[src/sar_pkg.sv]
// Register map, field positions and output mode codes for the second alert output block
package sar_pkg;

  // ************************************************************
  // Register map
  // ************************************************************
  localparam logic [7:0]  CFG_CMD   = 8'hd6;   // Command code of the routing register
  localparam logic [15:0] CFG_RESET = 16'h0004; // Enables clear, retry-fail mode, active low
  localparam int          CFG_W     = 16;

  // ************************************************************
  // Field positions
  // ************************************************************
  localparam int FET_BIT     = 15;
  localparam int OC_FLT_BIT  = 14;
  localparam int VOV_FLT_BIT = 13;
  localparam int VUV_FLT_BIT = 12;
  localparam int CML_BIT     = 11;
  localparam int OC_WRN_BIT  = 10;
  localparam int IW2_BIT     = 9;
  localparam int VOV_WRN_BIT = 8;
  localparam int VUV_WRN_BIT = 7;
  localparam int AOV_WRN_BIT = 6;
  localparam int AUV_WRN_BIT = 5;
  localparam int ILIM_BIT    = 4;
  localparam int OP_WRN_BIT  = 3;
  localparam int MODE_MSB    = 2;
  localparam int MODE_LSB    = 1;
  localparam int POL_BIT     = 0;

  // Enable bits 15..3 map onto flag vector bits 12..0
  localparam int FLAG_BASE = 3;
  localparam int NUM_FLAGS = 13;

  // ************************************************************
  // Output mode codes
  // ************************************************************
  typedef enum logic [1:0] {
    MODE_ALERT = 2'h0,
    MODE_GPO   = 2'h1,
    MODE_RETRY = 2'h2,
    MODE_CMP   = 2'h3
  } sar_mode_e;

endpackage

[src/sar_flag_latch.sv]
// Sticky latch of the status flags that feed the latched alert mode
`timescale 1ns/1ps
`default_nettype none

module sar_flag_latch #(
  parameter int W = 13
) (
  // Clock and reset
  input  wire logic         sys_clk_in,
  input  wire logic         rst_in,
  // Live flags and host clear
  input  wire logic [W-1:0] set_in,
  input  wire logic         clear_in,
  // Latched flags
  output logic      [W-1:0] latched_out
);

  // A flag raised in the clearing cycle survives, so no event is lost
  always_ff @(posedge sys_clk_in) begin
    if (rst_in) begin
      latched_out <= '0;
    end else begin
      latched_out <= (latched_out & ~{W{clear_in}}) | set_in;
    end
  end

endmodule
`default_nettype wire

[src/sar_pin_drive.sv]
// Mode selection and registered drive of the second output pin
`timescale 1ns/1ps
`default_nettype none

module sar_pin_drive (
  // Clock and reset
  input  wire logic              sys_clk_in,
  input  wire logic              rst_in,
  // Configuration
  input  wire sar_pkg::sar_mode_e mode_in,
  input  wire logic              polarity_in,
  // Conditions
  input  wire logic              alert_in,
  input  wire logic              cmp_in,
  input  wire logic              retry_fail_in,
  // Pin
  output logic                   pin_out
);

  logic next_pin;

  // Alert, retry and comparator are active low; GPO drives the polarity bit
  always_comb begin
    unique case (mode_in)
      sar_pkg::MODE_ALERT: next_pin = ~alert_in;
      sar_pkg::MODE_GPO:   next_pin = polarity_in;
      sar_pkg::MODE_RETRY: next_pin = ~retry_fail_in;
      sar_pkg::MODE_CMP:   next_pin = ~cmp_in;
    endcase
  end

  // Registered so the pin never glitches on mixed flag edges
  always_ff @(posedge sys_clk_in) begin
    if (rst_in) begin
      pin_out <= 1'b1;
    end else begin
      pin_out <= next_pin;
    end
  end

endmodule
`default_nettype wire

[src/sar_top.sv]
// Routing register and drive logic of the second alert / general-purpose output
`timescale 1ns/1ps
`default_nettype none

// What this block does
// - Routing register resets to 0x0004: enables clear, mode retry-fail.
// - Bit 15 routes the pass transistor health flag to the output.
// - Bit 14 routes the output overcurrent fault flag; host clear resets it like the others.
// - Bit 13 routes the input overvoltage fault flag; host clear resets it like the others.
// - Bit 12 routes the input undervoltage fault flag; host clear resets it like the others.
// - Bit 11 routes the communication, memory or logic error flag.
// - Bit 10 routes the output overcurrent warning flag.
// - Bit 9 routes the second output current warning flag.
// - Bit 8 routes the input overvoltage warning flag.
// - Bit 7 routes the input undervoltage warning flag.
// - Bit 6 routes the auxiliary input overvoltage warning flag.
// - Bit 5 routes the auxiliary input undervoltage warning flag.
// - Bit 4 routes the hot swap current limit fault flag.
// - Bit 3 routes the input overpower warning flag.
// - Mode 00 makes the pin a latched alert from enabled flags.
// - Mode 01 makes the pin a plain output set by the polarity bit.
// - Mode 10, the reset mode, shows the retry-fail condition.
// - Mode 11 follows live enabled flags unlatched, a digital comparator.
// - Polarity bit sets the pin level in mode 01 only; modes 00, 10 and 11 are always active low.
module sar_top (
  // Clock and reset
  input  wire logic        sys_clk_in,
  input  wire logic        rst_in,
  // Register port from the bus engine
  input  wire logic [7:0]  cmd_code_in,
  input  wire logic        wr_word_in,
  input  wire logic [15:0] wr_data_in,
  input  wire logic        rd_word_in,
  output logic      [15:0] rd_data_out,
  output logic             rd_hit_out,
  // Live status flags
  input  wire logic        pass_transistor_health_bad_flag_in,
  input  wire logic        output_overcurrent_fault_flag_in,
  input  wire logic        input_overvoltage_fault_flag_in,
  input  wire logic        input_undervoltage_fault_flag_in,
  input  wire logic        comm_memory_logic_error_flag_in,
  input  wire logic        output_overcurrent_warning_flag_in,
  input  wire logic        second_current_warning_flag_in,
  input  wire logic        input_overvoltage_warning_flag_in,
  input  wire logic        input_undervoltage_warning_flag_in,
  input  wire logic        aux_overvoltage_warning_flag_in,
  input  wire logic        aux_undervoltage_warning_flag_in,
  input  wire logic        hot_swap_current_limit_fault_flag_in,
  input  wire logic        input_overpower_warning_flag_in,
  // Host clear of latched flags
  input  wire logic        clear_flags_in,
  // Retry logic
  input  wire logic        retry_fail_in,
  // Output pin
  output logic             second_output_pin_out
);

  // ************************************************************
  // Register decode
  // ************************************************************

  // Shared by the write and read paths
  function automatic logic cmd_hit(input logic [7:0] code);
    return code == sar_pkg::CFG_CMD;
  endfunction

  logic [15:0]                     cfg;
  logic                            wr_hit;
  logic                            rd_hit;
  logic [sar_pkg::NUM_FLAGS-1:0]   live;
  logic [sar_pkg::NUM_FLAGS-1:0]   enables;
  logic [sar_pkg::NUM_FLAGS-1:0]   latched;
  logic                            alert_any;
  logic                            cmp_any;
  sar_pkg::sar_mode_e              second_output_mode_select;
  logic                            second_output_polarity;

  assign wr_hit = wr_word_in & cmd_hit(cmd_code_in);
  assign rd_hit = rd_word_in & cmd_hit(cmd_code_in);

  // ************************************************************
  // Routing register
  // ************************************************************

  // Whole-word write only; the bus engine assembles both bytes first
  always_ff @(posedge sys_clk_in) begin
    if (rst_in) begin
      cfg <= sar_pkg::CFG_RESET;
    end else if (wr_hit) begin
      cfg <= wr_data_in;
    end
  end

  // Readback of the stored word, one cycle after the request
  always_ff @(posedge sys_clk_in) begin
    if (rst_in) begin
      rd_data_out <= '0;
      rd_hit_out  <= 1'b0;
    end else begin
      rd_hit_out  <= rd_hit;
      rd_data_out <= rd_hit ? cfg : '0;
    end
  end

  // ************************************************************
  // Field views
  // ************************************************************

  // Enable bits; bit 15 resets clear, so the health alert needs software
  logic fet_health_alert_enable;
  logic overcurrent_fault_alert_enable;
  logic input_overvoltage_fault_alert_enable;
  logic input_undervoltage_fault_alert_enable;
  logic comm_logic_error_alert_enable;
  logic overcurrent_warning_alert_enable;
  logic second_current_warning_alert_enable;
  logic input_overvoltage_warning_alert_enable;
  logic input_undervoltage_warning_alert_enable;
  logic aux_overvoltage_warning_alert_enable;
  logic aux_undervoltage_warning_alert_enable;
  logic current_limit_fault_alert_enable;
  logic overpower_warning_alert_enable;

  assign fet_health_alert_enable                = cfg[sar_pkg::FET_BIT];
  assign overcurrent_fault_alert_enable         = cfg[sar_pkg::OC_FLT_BIT];
  assign input_overvoltage_fault_alert_enable   = cfg[sar_pkg::VOV_FLT_BIT];
  assign input_undervoltage_fault_alert_enable  = cfg[sar_pkg::VUV_FLT_BIT];
  assign comm_logic_error_alert_enable          = cfg[sar_pkg::CML_BIT];
  assign overcurrent_warning_alert_enable       = cfg[sar_pkg::OC_WRN_BIT];
  assign second_current_warning_alert_enable    = cfg[sar_pkg::IW2_BIT];
  assign input_overvoltage_warning_alert_enable = cfg[sar_pkg::VOV_WRN_BIT];
  assign input_undervoltage_warning_alert_enable = cfg[sar_pkg::VUV_WRN_BIT];
  assign aux_overvoltage_warning_alert_enable   = cfg[sar_pkg::AOV_WRN_BIT];
  assign aux_undervoltage_warning_alert_enable  = cfg[sar_pkg::AUV_WRN_BIT];
  assign current_limit_fault_alert_enable       = cfg[sar_pkg::ILIM_BIT];
  assign overpower_warning_alert_enable         = cfg[sar_pkg::OP_WRN_BIT];

  assign enables = cfg[sar_pkg::FET_BIT:sar_pkg::FLAG_BASE];

  // Mode and polarity fields
  assign second_output_mode_select =
    sar_pkg::sar_mode_e'(cfg[sar_pkg::MODE_MSB:sar_pkg::MODE_LSB]);
  assign second_output_polarity = cfg[sar_pkg::POL_BIT];

  // Flags packed in the same order as their enable bits
  assign live = {pass_transistor_health_bad_flag_in,
                 output_overcurrent_fault_flag_in,
                 input_overvoltage_fault_flag_in,
                 input_undervoltage_fault_flag_in,
                 comm_memory_logic_error_flag_in,
                 output_overcurrent_warning_flag_in,
                 second_current_warning_flag_in,
                 input_overvoltage_warning_flag_in,
                 input_undervoltage_warning_flag_in,
                 aux_overvoltage_warning_flag_in,
                 aux_undervoltage_warning_flag_in,
                 hot_swap_current_limit_fault_flag_in,
                 input_overpower_warning_flag_in};

  // ************************************************************
  // Alert sources
  // ************************************************************

  // Flags latch regardless of enables, so enabling later still reports
  sar_flag_latch #(
    .W (sar_pkg::NUM_FLAGS)
  ) u_latch (
    .sys_clk_in  (sys_clk_in),
    .rst_in      (rst_in),
    .set_in      (live),
    .clear_in    (clear_flags_in),
    .latched_out (latched)
  );

  // Enable gating for latched and live paths
  assign alert_any = |(latched & enables);
  assign cmp_any   = |(live & enables);

  // ************************************************************
  // Pin drive
  // ************************************************************

  // Mode select and output flop
  sar_pin_drive u_drive (
    .sys_clk_in    (sys_clk_in),
    .rst_in        (rst_in),
    .mode_in       (second_output_mode_select),
    .polarity_in   (second_output_polarity),
    .alert_in      (alert_any),
    .cmp_in        (cmp_any),
    .retry_fail_in (retry_fail_in),
    .pin_out       (second_output_pin_out)
  );

  logic m_cmp;
  logic m_alert;
  assign m_cmp   = second_output_mode_select == sar_pkg::MODE_CMP;
  assign m_alert = second_output_mode_select == sar_pkg::MODE_ALERT;
endmodule
`default_nettype wire

[config.mk]
export PLATFORM = sky130hd
export DESIGN_NAME = sar_top
export DESIGN_NICKNAME = d
export VERILOG_FILES = /design/src/sar_pkg.sv /design/src/sar_flag_latch.sv /design/src/sar_pin_drive.sv /design/src/sar_top.sv
export SDC_FILE = /design/constraint.sdc
export NUM_CORES = 1
export LEC_CHECK = 0
export ABC_AREA = 1
export BUFFER_PORTS_ARGS = -buffer_cell sky130_fd_sc_hd__buf_2
export CAP_MARGIN = 20
export CELL_PAD_IN_SITES_DETAIL_PLACEMENT = 1
export CELL_PAD_IN_SITES_GLOBAL_PLACEMENT = 2
export CORE_ASPECT_RATIO = 1.4
export CORE_MARGIN = 3
export CORE_UTILIZATION = 29
export CTS_CLUSTER_DIAMETER = 50
export DETAILED_ROUTE_END_ITERATION = 8
export HOLD_SLACK_MARGIN = 0.05
export PLACE_DENSITY_LB_ADDON = 0.1
export SLEW_MARGIN = 5
export SYNTH_ARGS = -nofsm -noshare
export SYNTH_HDL_FRONTEND = slang
export SYNTH_SLANG_ARGS = --single-unit
[constraint.sdc]
create_clock -name sys_clk_in -period 3 [get_ports sys_clk_in]
set_clock_uncertainty 0.1 [all_clocks]
set_input_delay 0.75 -clock sys_clk_in [delete_from_list [all_inputs] [get_ports sys_clk_in]]
set_output_delay 0.75 -clock sys_clk_in [all_outputs]
set_load 0.005 [all_outputs]
==> results.md, run 1 <==
* Total number of yosys warnings at 0
* Diode count at 0
* Final Hold Viols at 0
* Worst-Margin Slew at 0.453 ns
* Cell Area, Synth at 1710 um^2
* FP Rows at 32
* GRT met1 Usage at 0.164
* Vias in the first global route at 1,628
* HP Start: u_latch.latched_out[1]
* Number of synthesized flops with an enable pin at 0
* Layout cells sized above 1 at 0.278
* Relative slew margins at 0.698
* Final ANT Viol Nets at 0
* Num CTS Buffers at 5
* Worst hold stages at 2
* Synthesized flop and latch total at 47
* Cells after Synth at 209
* Hold WC Path Type: register to register
* FFs w/ async S/R, synth at 0
* PortBufs at 60
* Fin crit share at 0.619
* Effective utilization at floorplan at 0.305
* Startpoint Class: input pin
* Worst r2r path cells at 7
* Die W at 70.9 um
* Congestion Overflow GR at 0
* GR Util met3 at 0.0364
* Max-slew violations at 0
* Unrepaired setup endpoints after global routing: false
* Peak supply drop at 0.209 mV
* R2r setup slk at 1.76 ns
* Largest net degree at the start of global routing at 20
* Top_reg_cell synth: dfxtp_1
* Reg-to-reg critical path startpoint: cfg[4]
* Nets@finish at 313
* Post-CTS Resized at 0
* CTS Root Buffer Type: clkbuf_8
* Crit Path Class: input pin to register
* TritonCTS clock tree: built
* Share of the synthesized area in the top cell type at 0.551
* Post-CTS Hold Buffers at 0
* Clock Path Buffers at 2
* WL/cell at 13.2 um
* Critical path fanouts, max at 19
* Vias at 1,541
* HPWL Detailed at 3490 um
* R2r endpoint: u_drive.pin_out
* GP Congestion at 0.725
* TritonRoute pass-1 iters at 4
* Core Footprint at 5610 um^2
* Max-cap viol count at 0
* Die height at 96.8 um
* Count leader, synth: dfxtp_1
* Outcome: finished clean
* Initial DRC count at 45
* Die ar. at 6860 um^2
* Min cycle time layout at 1.86 ns
* Clock slew at reported path FFs at 0.08 ns
* Final setup vio count at 0
* Htree depth at 2
* Vias per cell at 4.56
* Overall Power at 1.15 mW
* First-pass GRT wire length at 7490 um
* Post-synthesis area per instance at 8.17 um^2
* Crit path DAT at 1.94 ns
* Distinct cell type count after synthesis at 18
* CP endpoint kind: register
* Drt total wl at 4470 um
* Post-synthesis sequential area ratio at 0.551
* Mapped Nets at 252
* Total GRT Usage at 0.137
* Worst Hold End: u_latch.latched_out[1]
* Area Growth Syn to Fin at 25.7%
* CP required at 3.08 ns
* Synth top cells by count: 47 x dfxtp_1, 37 x nand2_1, 32 x nor2_1
* Area contributors post-synth: dfxtp_1 55%, a21oi_1 8.8%, nand2_1 8.1%, nor2_1 7.0%, inv_1 5.3%
* Routing usage on met2 at 0.237
* Setup TNS Final at 0 ns
* Clk_lat worst skew at 0.29 ns
* Fmax at 538 MHz
* Post-synth top area cell: dfxtp_1
* DRC Markers at 0
* Cell Pwr Density at 537 nW/um^2
* Setup Fix Bufs, Post-CTS at 0
* Clock Sinks at 47
* Boundary Pins at 61
* Initial antenna violation count at 0
* Grt peak-use layer: met2
* P_leak at 0.986 nW
-- logic make-up after synthesis --
| group | share of synthesized area |
|---|---|
| AOI/OAI and AO/OA | 0.137 |
| buffers and inverters | 0.0879 |
| DFF | 0.551 |
| and+or+nand+nor | 0.224 |
-- layout by cell type, fill, tap and decap left out, drive strengths merged --
cell type / n
a21oi: 30
buf: 61
bufinv: 1
clkbuf: 6
dfxtp: 47
inv: 25
nand2: 38
nand3: 8
nand4: 3
nor2: 32
nor3: 2
o21ai: 16
or2: 1
-- flip-flops by register name, indices dropped and copies added, names as in the netlist --
name                 count
cfg                     16
rd_data_out             16
rd_hit_out               1
u_drive.pin_out          1
u_latch.latched_out     13
-- how the worst max path moves through the flow --
stage,start,to,slack (ns)
detailed placement,cmd_code_in[0],cfg[0],0.83
global placement,cmd_code_in[0],cfg[0],0.89
CTS,cmd_code_in[0],cfg[0],1.15
floorplan,cmd_code_in[0],cfg[1],1.30
global route,cmd_code_in[0],cfg[15],1.03
finish,cmd_code_in[0],cfg[0],1.14
-- final cells by class --
type | instances | area, um^2
Tap cell | 68 | 85.1
Clock buffer | 6 | 72.6
Inverter | 25 | 93.8
Clock inverter | 1 | 30.0
Sequential cell | 47 | 941
Multi-Input combinational cell | 130 | 617
Timing Repair Buffer | 61 | 308
Fill cell | 731 | 3460
-- per-stage QoR --
step | area (um^2) | hold slack [ns] | util | worst slack (ns) | std cells
floorplan | 1710 | 0.335 | - | 1.30 | 209
global placement | 2040 | 0.355 | 0.365 | 0.888 | 331
detailed placement | 2040 | 0.362 | 0.365 | 0.827 | 331
CTS | 2150 | 0.375 | 0.383 | 1.15 | 338
global route | 2150 | 0.407 | 0.383 | 1.03 | 338
finish | 2150 | 0.369 | 0.383 | 1.14 | 338
-- metal layers --
layer,routed length [um],up-vias
met5,0,-
met4,48,0
met3,262,5
met2,2240,37
met1,1920,718
li1,-,781
-- critical path, stage by stage --
cell and delay, ns:
buf_2 0.09, inv_1 0.05, nand2_2 0.05, nor3_4 0.19
nand3_2 0.28, buf_4 0.30, o21ai_0 0.16, a21oi_1 0.05
-- power breakdown --
part | leakage [nW] | total (mW) | switching, mW | internal [mW]
clock | 0.0513 | 0.443 | 0.199 | 0.244
sequential | 0.383 | 0.642 | 0.00648 | 0.636
combinational | 0.552 | 0.0675 | 0.0361 | 0.0314
Note: power is estimated with default switching activity, not from simulation.
==> inputs of run 2 (changes only) <==
--- a/config.mk
+++ b/config.mk
@@ -12,7 +12,7 @@
 export CELL_PAD_IN_SITES_GLOBAL_PLACEMENT = 2
 export CORE_ASPECT_RATIO = 1.4
 export CORE_MARGIN = 3
-export CORE_UTILIZATION = 29
+export CORE_UTILIZATION = 24
 export CTS_CLUSTER_DIAMETER = 50
 export DETAILED_ROUTE_END_ITERATION = 8
 export HOLD_SLACK_MARGIN = 0.05
==> constraint.sdc (replaced) <==
create_clock -name sys_clk_in -period 1.67 [get_ports sys_clk_in]
set_clock_uncertainty 0.1 [all_clocks]
set_input_delay 0.4175 -clock sys_clk_in [delete_from_list [all_inputs] [get_ports sys_clk_in]]
set_output_delay 0.4175 -clock sys_clk_in [all_outputs]
set_load 0.005 [all_outputs]
==> run 2 against run 1 <==
Flip-flop and latch count did not move. Die area rose by 19%. Clock-buffer cell count rose by 2. Via count fell by 1.8%. Global-route usage fell by 1.3 points. First-iteration DRC count rose by 27%. Sequential share of layout area fell by 1.0 points. Cell area rose by 2.3%. Core utilization fell by 5.7 points. Final cell count rose by 8.3%. Critical path type is now register to output pin.
==> results.md, run 2 (synthesized netlist as in run 1, its figures left out) <==
* Outcome: finished clean (unchanged)
* Worst r2r path cells at 7 (unchanged)
* CTS Root Buffer Type: clkbuf_8 (unchanged)
* Nets@finish at 316 (was 313)
* Die height at 106 um (was 96.8 um)
* Most common cell after layout, fill and taps aside: buf_2 (unchanged)
* Initial antenna violation count at 0 (unchanged)
* Cell Pwr Density at 925 nW/um^2 (was 537 nW/um^2)
* Fmax at 802 MHz
* CP Depth at 1 (was 8)
* Critical path's slowest cell: dfxtp_1 (was buf_4)
* Final ANT Viol Nets at 0 (unchanged)
* Post-CTS Resized at 0 (unchanged)
* FP Rows at 35 (was 32)
* TritonCTS clock tree: built (unchanged)
* Die W at 77.3 um (was 70.9 um)
* Min cycle time layout at 1.25 ns
* Initial DRC count at 57 (was 45)
* WL/cell at 12.8 um (was 13.2 um)
* Hold WC Path Type: input pin to register (was register to register)
* Most frequent cells in the layout: 60 x buf_2, 47 x dfxtp_1, 37 x nand2_1 (unchanged)
* GP Congestion at 0.743 (was 0.725)
* Clk_lat worst skew at 0.29 ns (about the same)
* Crit path to: rd_data_out[7] (was cfg[0])
* PortBufs at 60 (unchanged)
* Largest net degree at the start of global routing at 22 (was 20)
* CP endpoint kind: output pin (was register)
* Crit-path leading delay family: flip-flops (was simple AND/OR/NAND/NOR gates)
* Die ar. at 8180 um^2 (was 6860 um^2)
* Internal power at 1.58 mW (was 0.912 mW)
* Final Hold Viols at 0 (unchanged)
* Post-CTS Hold Buffers at 0 (unchanged)
* Setup TNS Final at 0 ns (unchanged)
* Clock Sinks at 47 (unchanged)
* Reg-to-reg critical path startpoint: cfg[4] (unchanged)
* Part of the power in registers at 0.567 (was 0.557)
* Htree depth at 2 (unchanged)
* P_leak at 1.00 nW (was 0.986 nW)
* Vias at 1,513 (was 1,541)
* Critical path fanouts, max at 1 (was 19)
* Combinational share of power at 0.061 (was 0.059)
* Finished Cell Area at 2200 um^2 (was 2150 um^2)
* First-pass GRT wire length at 7820 um (was 7490 um)
* Peak supply drop at 0.360 mV (was 0.209 mV)
* Fin crit share at 0.747
* Area Growth Syn to Fin at 28.6% (was 25.7%)
* Max-cap viol count at 0 (unchanged)
* Num CTS Buffers at 5 (unchanged)
* CP required at 1.15 ns (was 3.08 ns)
* Largest regs: cfg (16), rd_data_out (16), u_latch.latched_out (13) (unchanged)
* Startpoint Class: register (was input pin)
* Diode count at 0 (unchanged)
* Clock slew at reported path FFs at 0.09 ns (was 0.08 ns)
* Effective utilization at floorplan at 0.253 (was 0.305)
* TritonRoute pass-1 iters at 4 (unchanged)
* Max-slew violations at 0 (unchanged)
* Unrepaired setup endpoints after global routing: false (unchanged)
* Crit path DAT at 0.73 ns (was 1.94 ns)
* NetSw at 0.452 mW (was 0.241 mW)
* Crit Path Class: register to output pin (was input pin to register)
* R2r setup slk at 0.44 ns (was 1.76 ns)
* Drt total wl at 4700 um (was 4470 um)
* Vias per cell at 4.13 (was 4.56)
* Sw Ratio at 0.223 (was 0.209)
* Worst path max stage delay at 0.33 ns (was 0.30 ns)
* Relative slew margins at 0.707 (was 0.698)
* Congestion Overflow GR at 0 (unchanged)
* Setup Fix Bufs, Post-CTS at 0 (unchanged)
* Overall Power at 2.03 mW (was 1.15 mW)
* Core Footprint at 6740 um^2 (was 5610 um^2)
* Boundary Pins at 61 (unchanged)
* DRC Markers at 0 (unchanged)
* Total GRT Usage at 0.124 (was 0.137)
* Crit path cell chain: buf_2 (was buf_2 > inv_1 > nand2_2 > nor3_4 > nand3_2 > buf_4 > o21ai_0 > a21oi_1)
* R2r endpoint: u_drive.pin_out (unchanged)
* CP startpoint: rd_data_out[7] (was cmd_code_in[0])
* Clock Power Share at 0.372 (was 0.384)
* Buf+Inv Stages, Crit Path at 1 (was 3)
* Area post-placement at 2100 um^2 (was 2040 um^2)
* Vias in the first global route at 1,640 (was 1,628)
* Layout cells sized above 1 at 0.288 (was 0.278)
* Clock Path Buffers at 2 (unchanged)
* Worst-Margin Slew at 0.439 ns (was 0.453 ns)
* Final setup vio count at 0 (unchanged)
* Number of fill cells at 873 (was 731)
* HPWL Detailed at 3680 um (was 3490 um)
run 2: changes by cell type in the layout (fill, tap and decap cells not counted):
cell / delta
clkbuf_8: +2
buf_4: +3
bufinv_16: -1
run 2: stage by stage:
step / instances / setup WS, ns / util / hold WS, ns
5_1_grt: 366 / 0.267 / 0.326 / 0.252
3_3_place_gp: 358 / 0.146 / 0.311 / 0.352
3_5_place_dp: 358 / 0.115 / 0.311 / 0.354
6_report: 366 / 0.423 / 0.326 / 0.243
2_1_floorplan: 209 / 0.300 / - / 0.335
4_1_cts: 366 / 0.395 / 0.326 / 0.234
run 2: cell type report:
| cell class | instances | area [um^2] | area share |
|---|---|---|---|
| Tap cell | 92 | 115 | 0.0524 |
| Inverter | 25 | 93.8 | 0.0427 |
| Sequential cell | 47 | 941 | 0.428 |
| Multi-Input combinational cell | 130 | 617 | 0.281 |
| Clock buffer | 8 | 100 | 0.0456 |
| Timing Repair Buffer | 64 | 330 | 0.150 |
run 2: worst register-to-register path, stage by stage (launching register included):
cell and delay [ns]:
dfxtp_1 0.35, inv_1 0.07, o21ai_0 0.26, nor2_1 0.09, nand2_1 0.09, nand2_1 0.05, nand2_1 0.05, nand3_1 0.06
run 2: worst min path at each step:
stage	endpoint	from	depth (start not counted)
4_1_cts	u_latch.latched_out[4]	input_undervoltage_warning_flag_in	3
3_3_place_gp	u_latch.latched_out[1]	u_latch.latched_out[1]	2
5_1_grt	u_latch.latched_out[10]	input_overvoltage_fault_flag_in	3
2_1_floorplan	u_latch.latched_out[1]	u_latch.latched_out[1]	2
3_5_place_dp	u_latch.latched_out[1]	u_latch.latched_out[1]	2
6_report	u_latch.latched_out[4]	input_undervoltage_warning_flag_in	3
run 2: routing by layer:
metal | wire length (um) | vias to the layer above | share of wire | GRT usage
li1 | - | 790 | - | -
met4 | 74 | 0 | 0.016 | 0.0458
met3 | 311 | 5 | 0.066 | 0.0393
met5 | 0 | - | 0 | 0
met2 | 2260 | 38 | 0.48 | 0.208
met1 | 2050 | 680 | 0.44 | 0.146
run 2: power groups by stage:
| stage | combinational, mW | sequential [mW] | clock [mW] |
|---|---|---|---|
| after floorplan | 0.0526 | 1.18 | 0 |
| after global placement | 0.127 | 1.18 | 0 |
| after detailed placement | 0.128 | 1.18 | 0 |
| after CTS | 0.129 | 1.15 | 0.792 |
| after global routing | 0.143 | 1.16 | 0.845 |
| final | 0.124 | 1.15 | 0.756 |
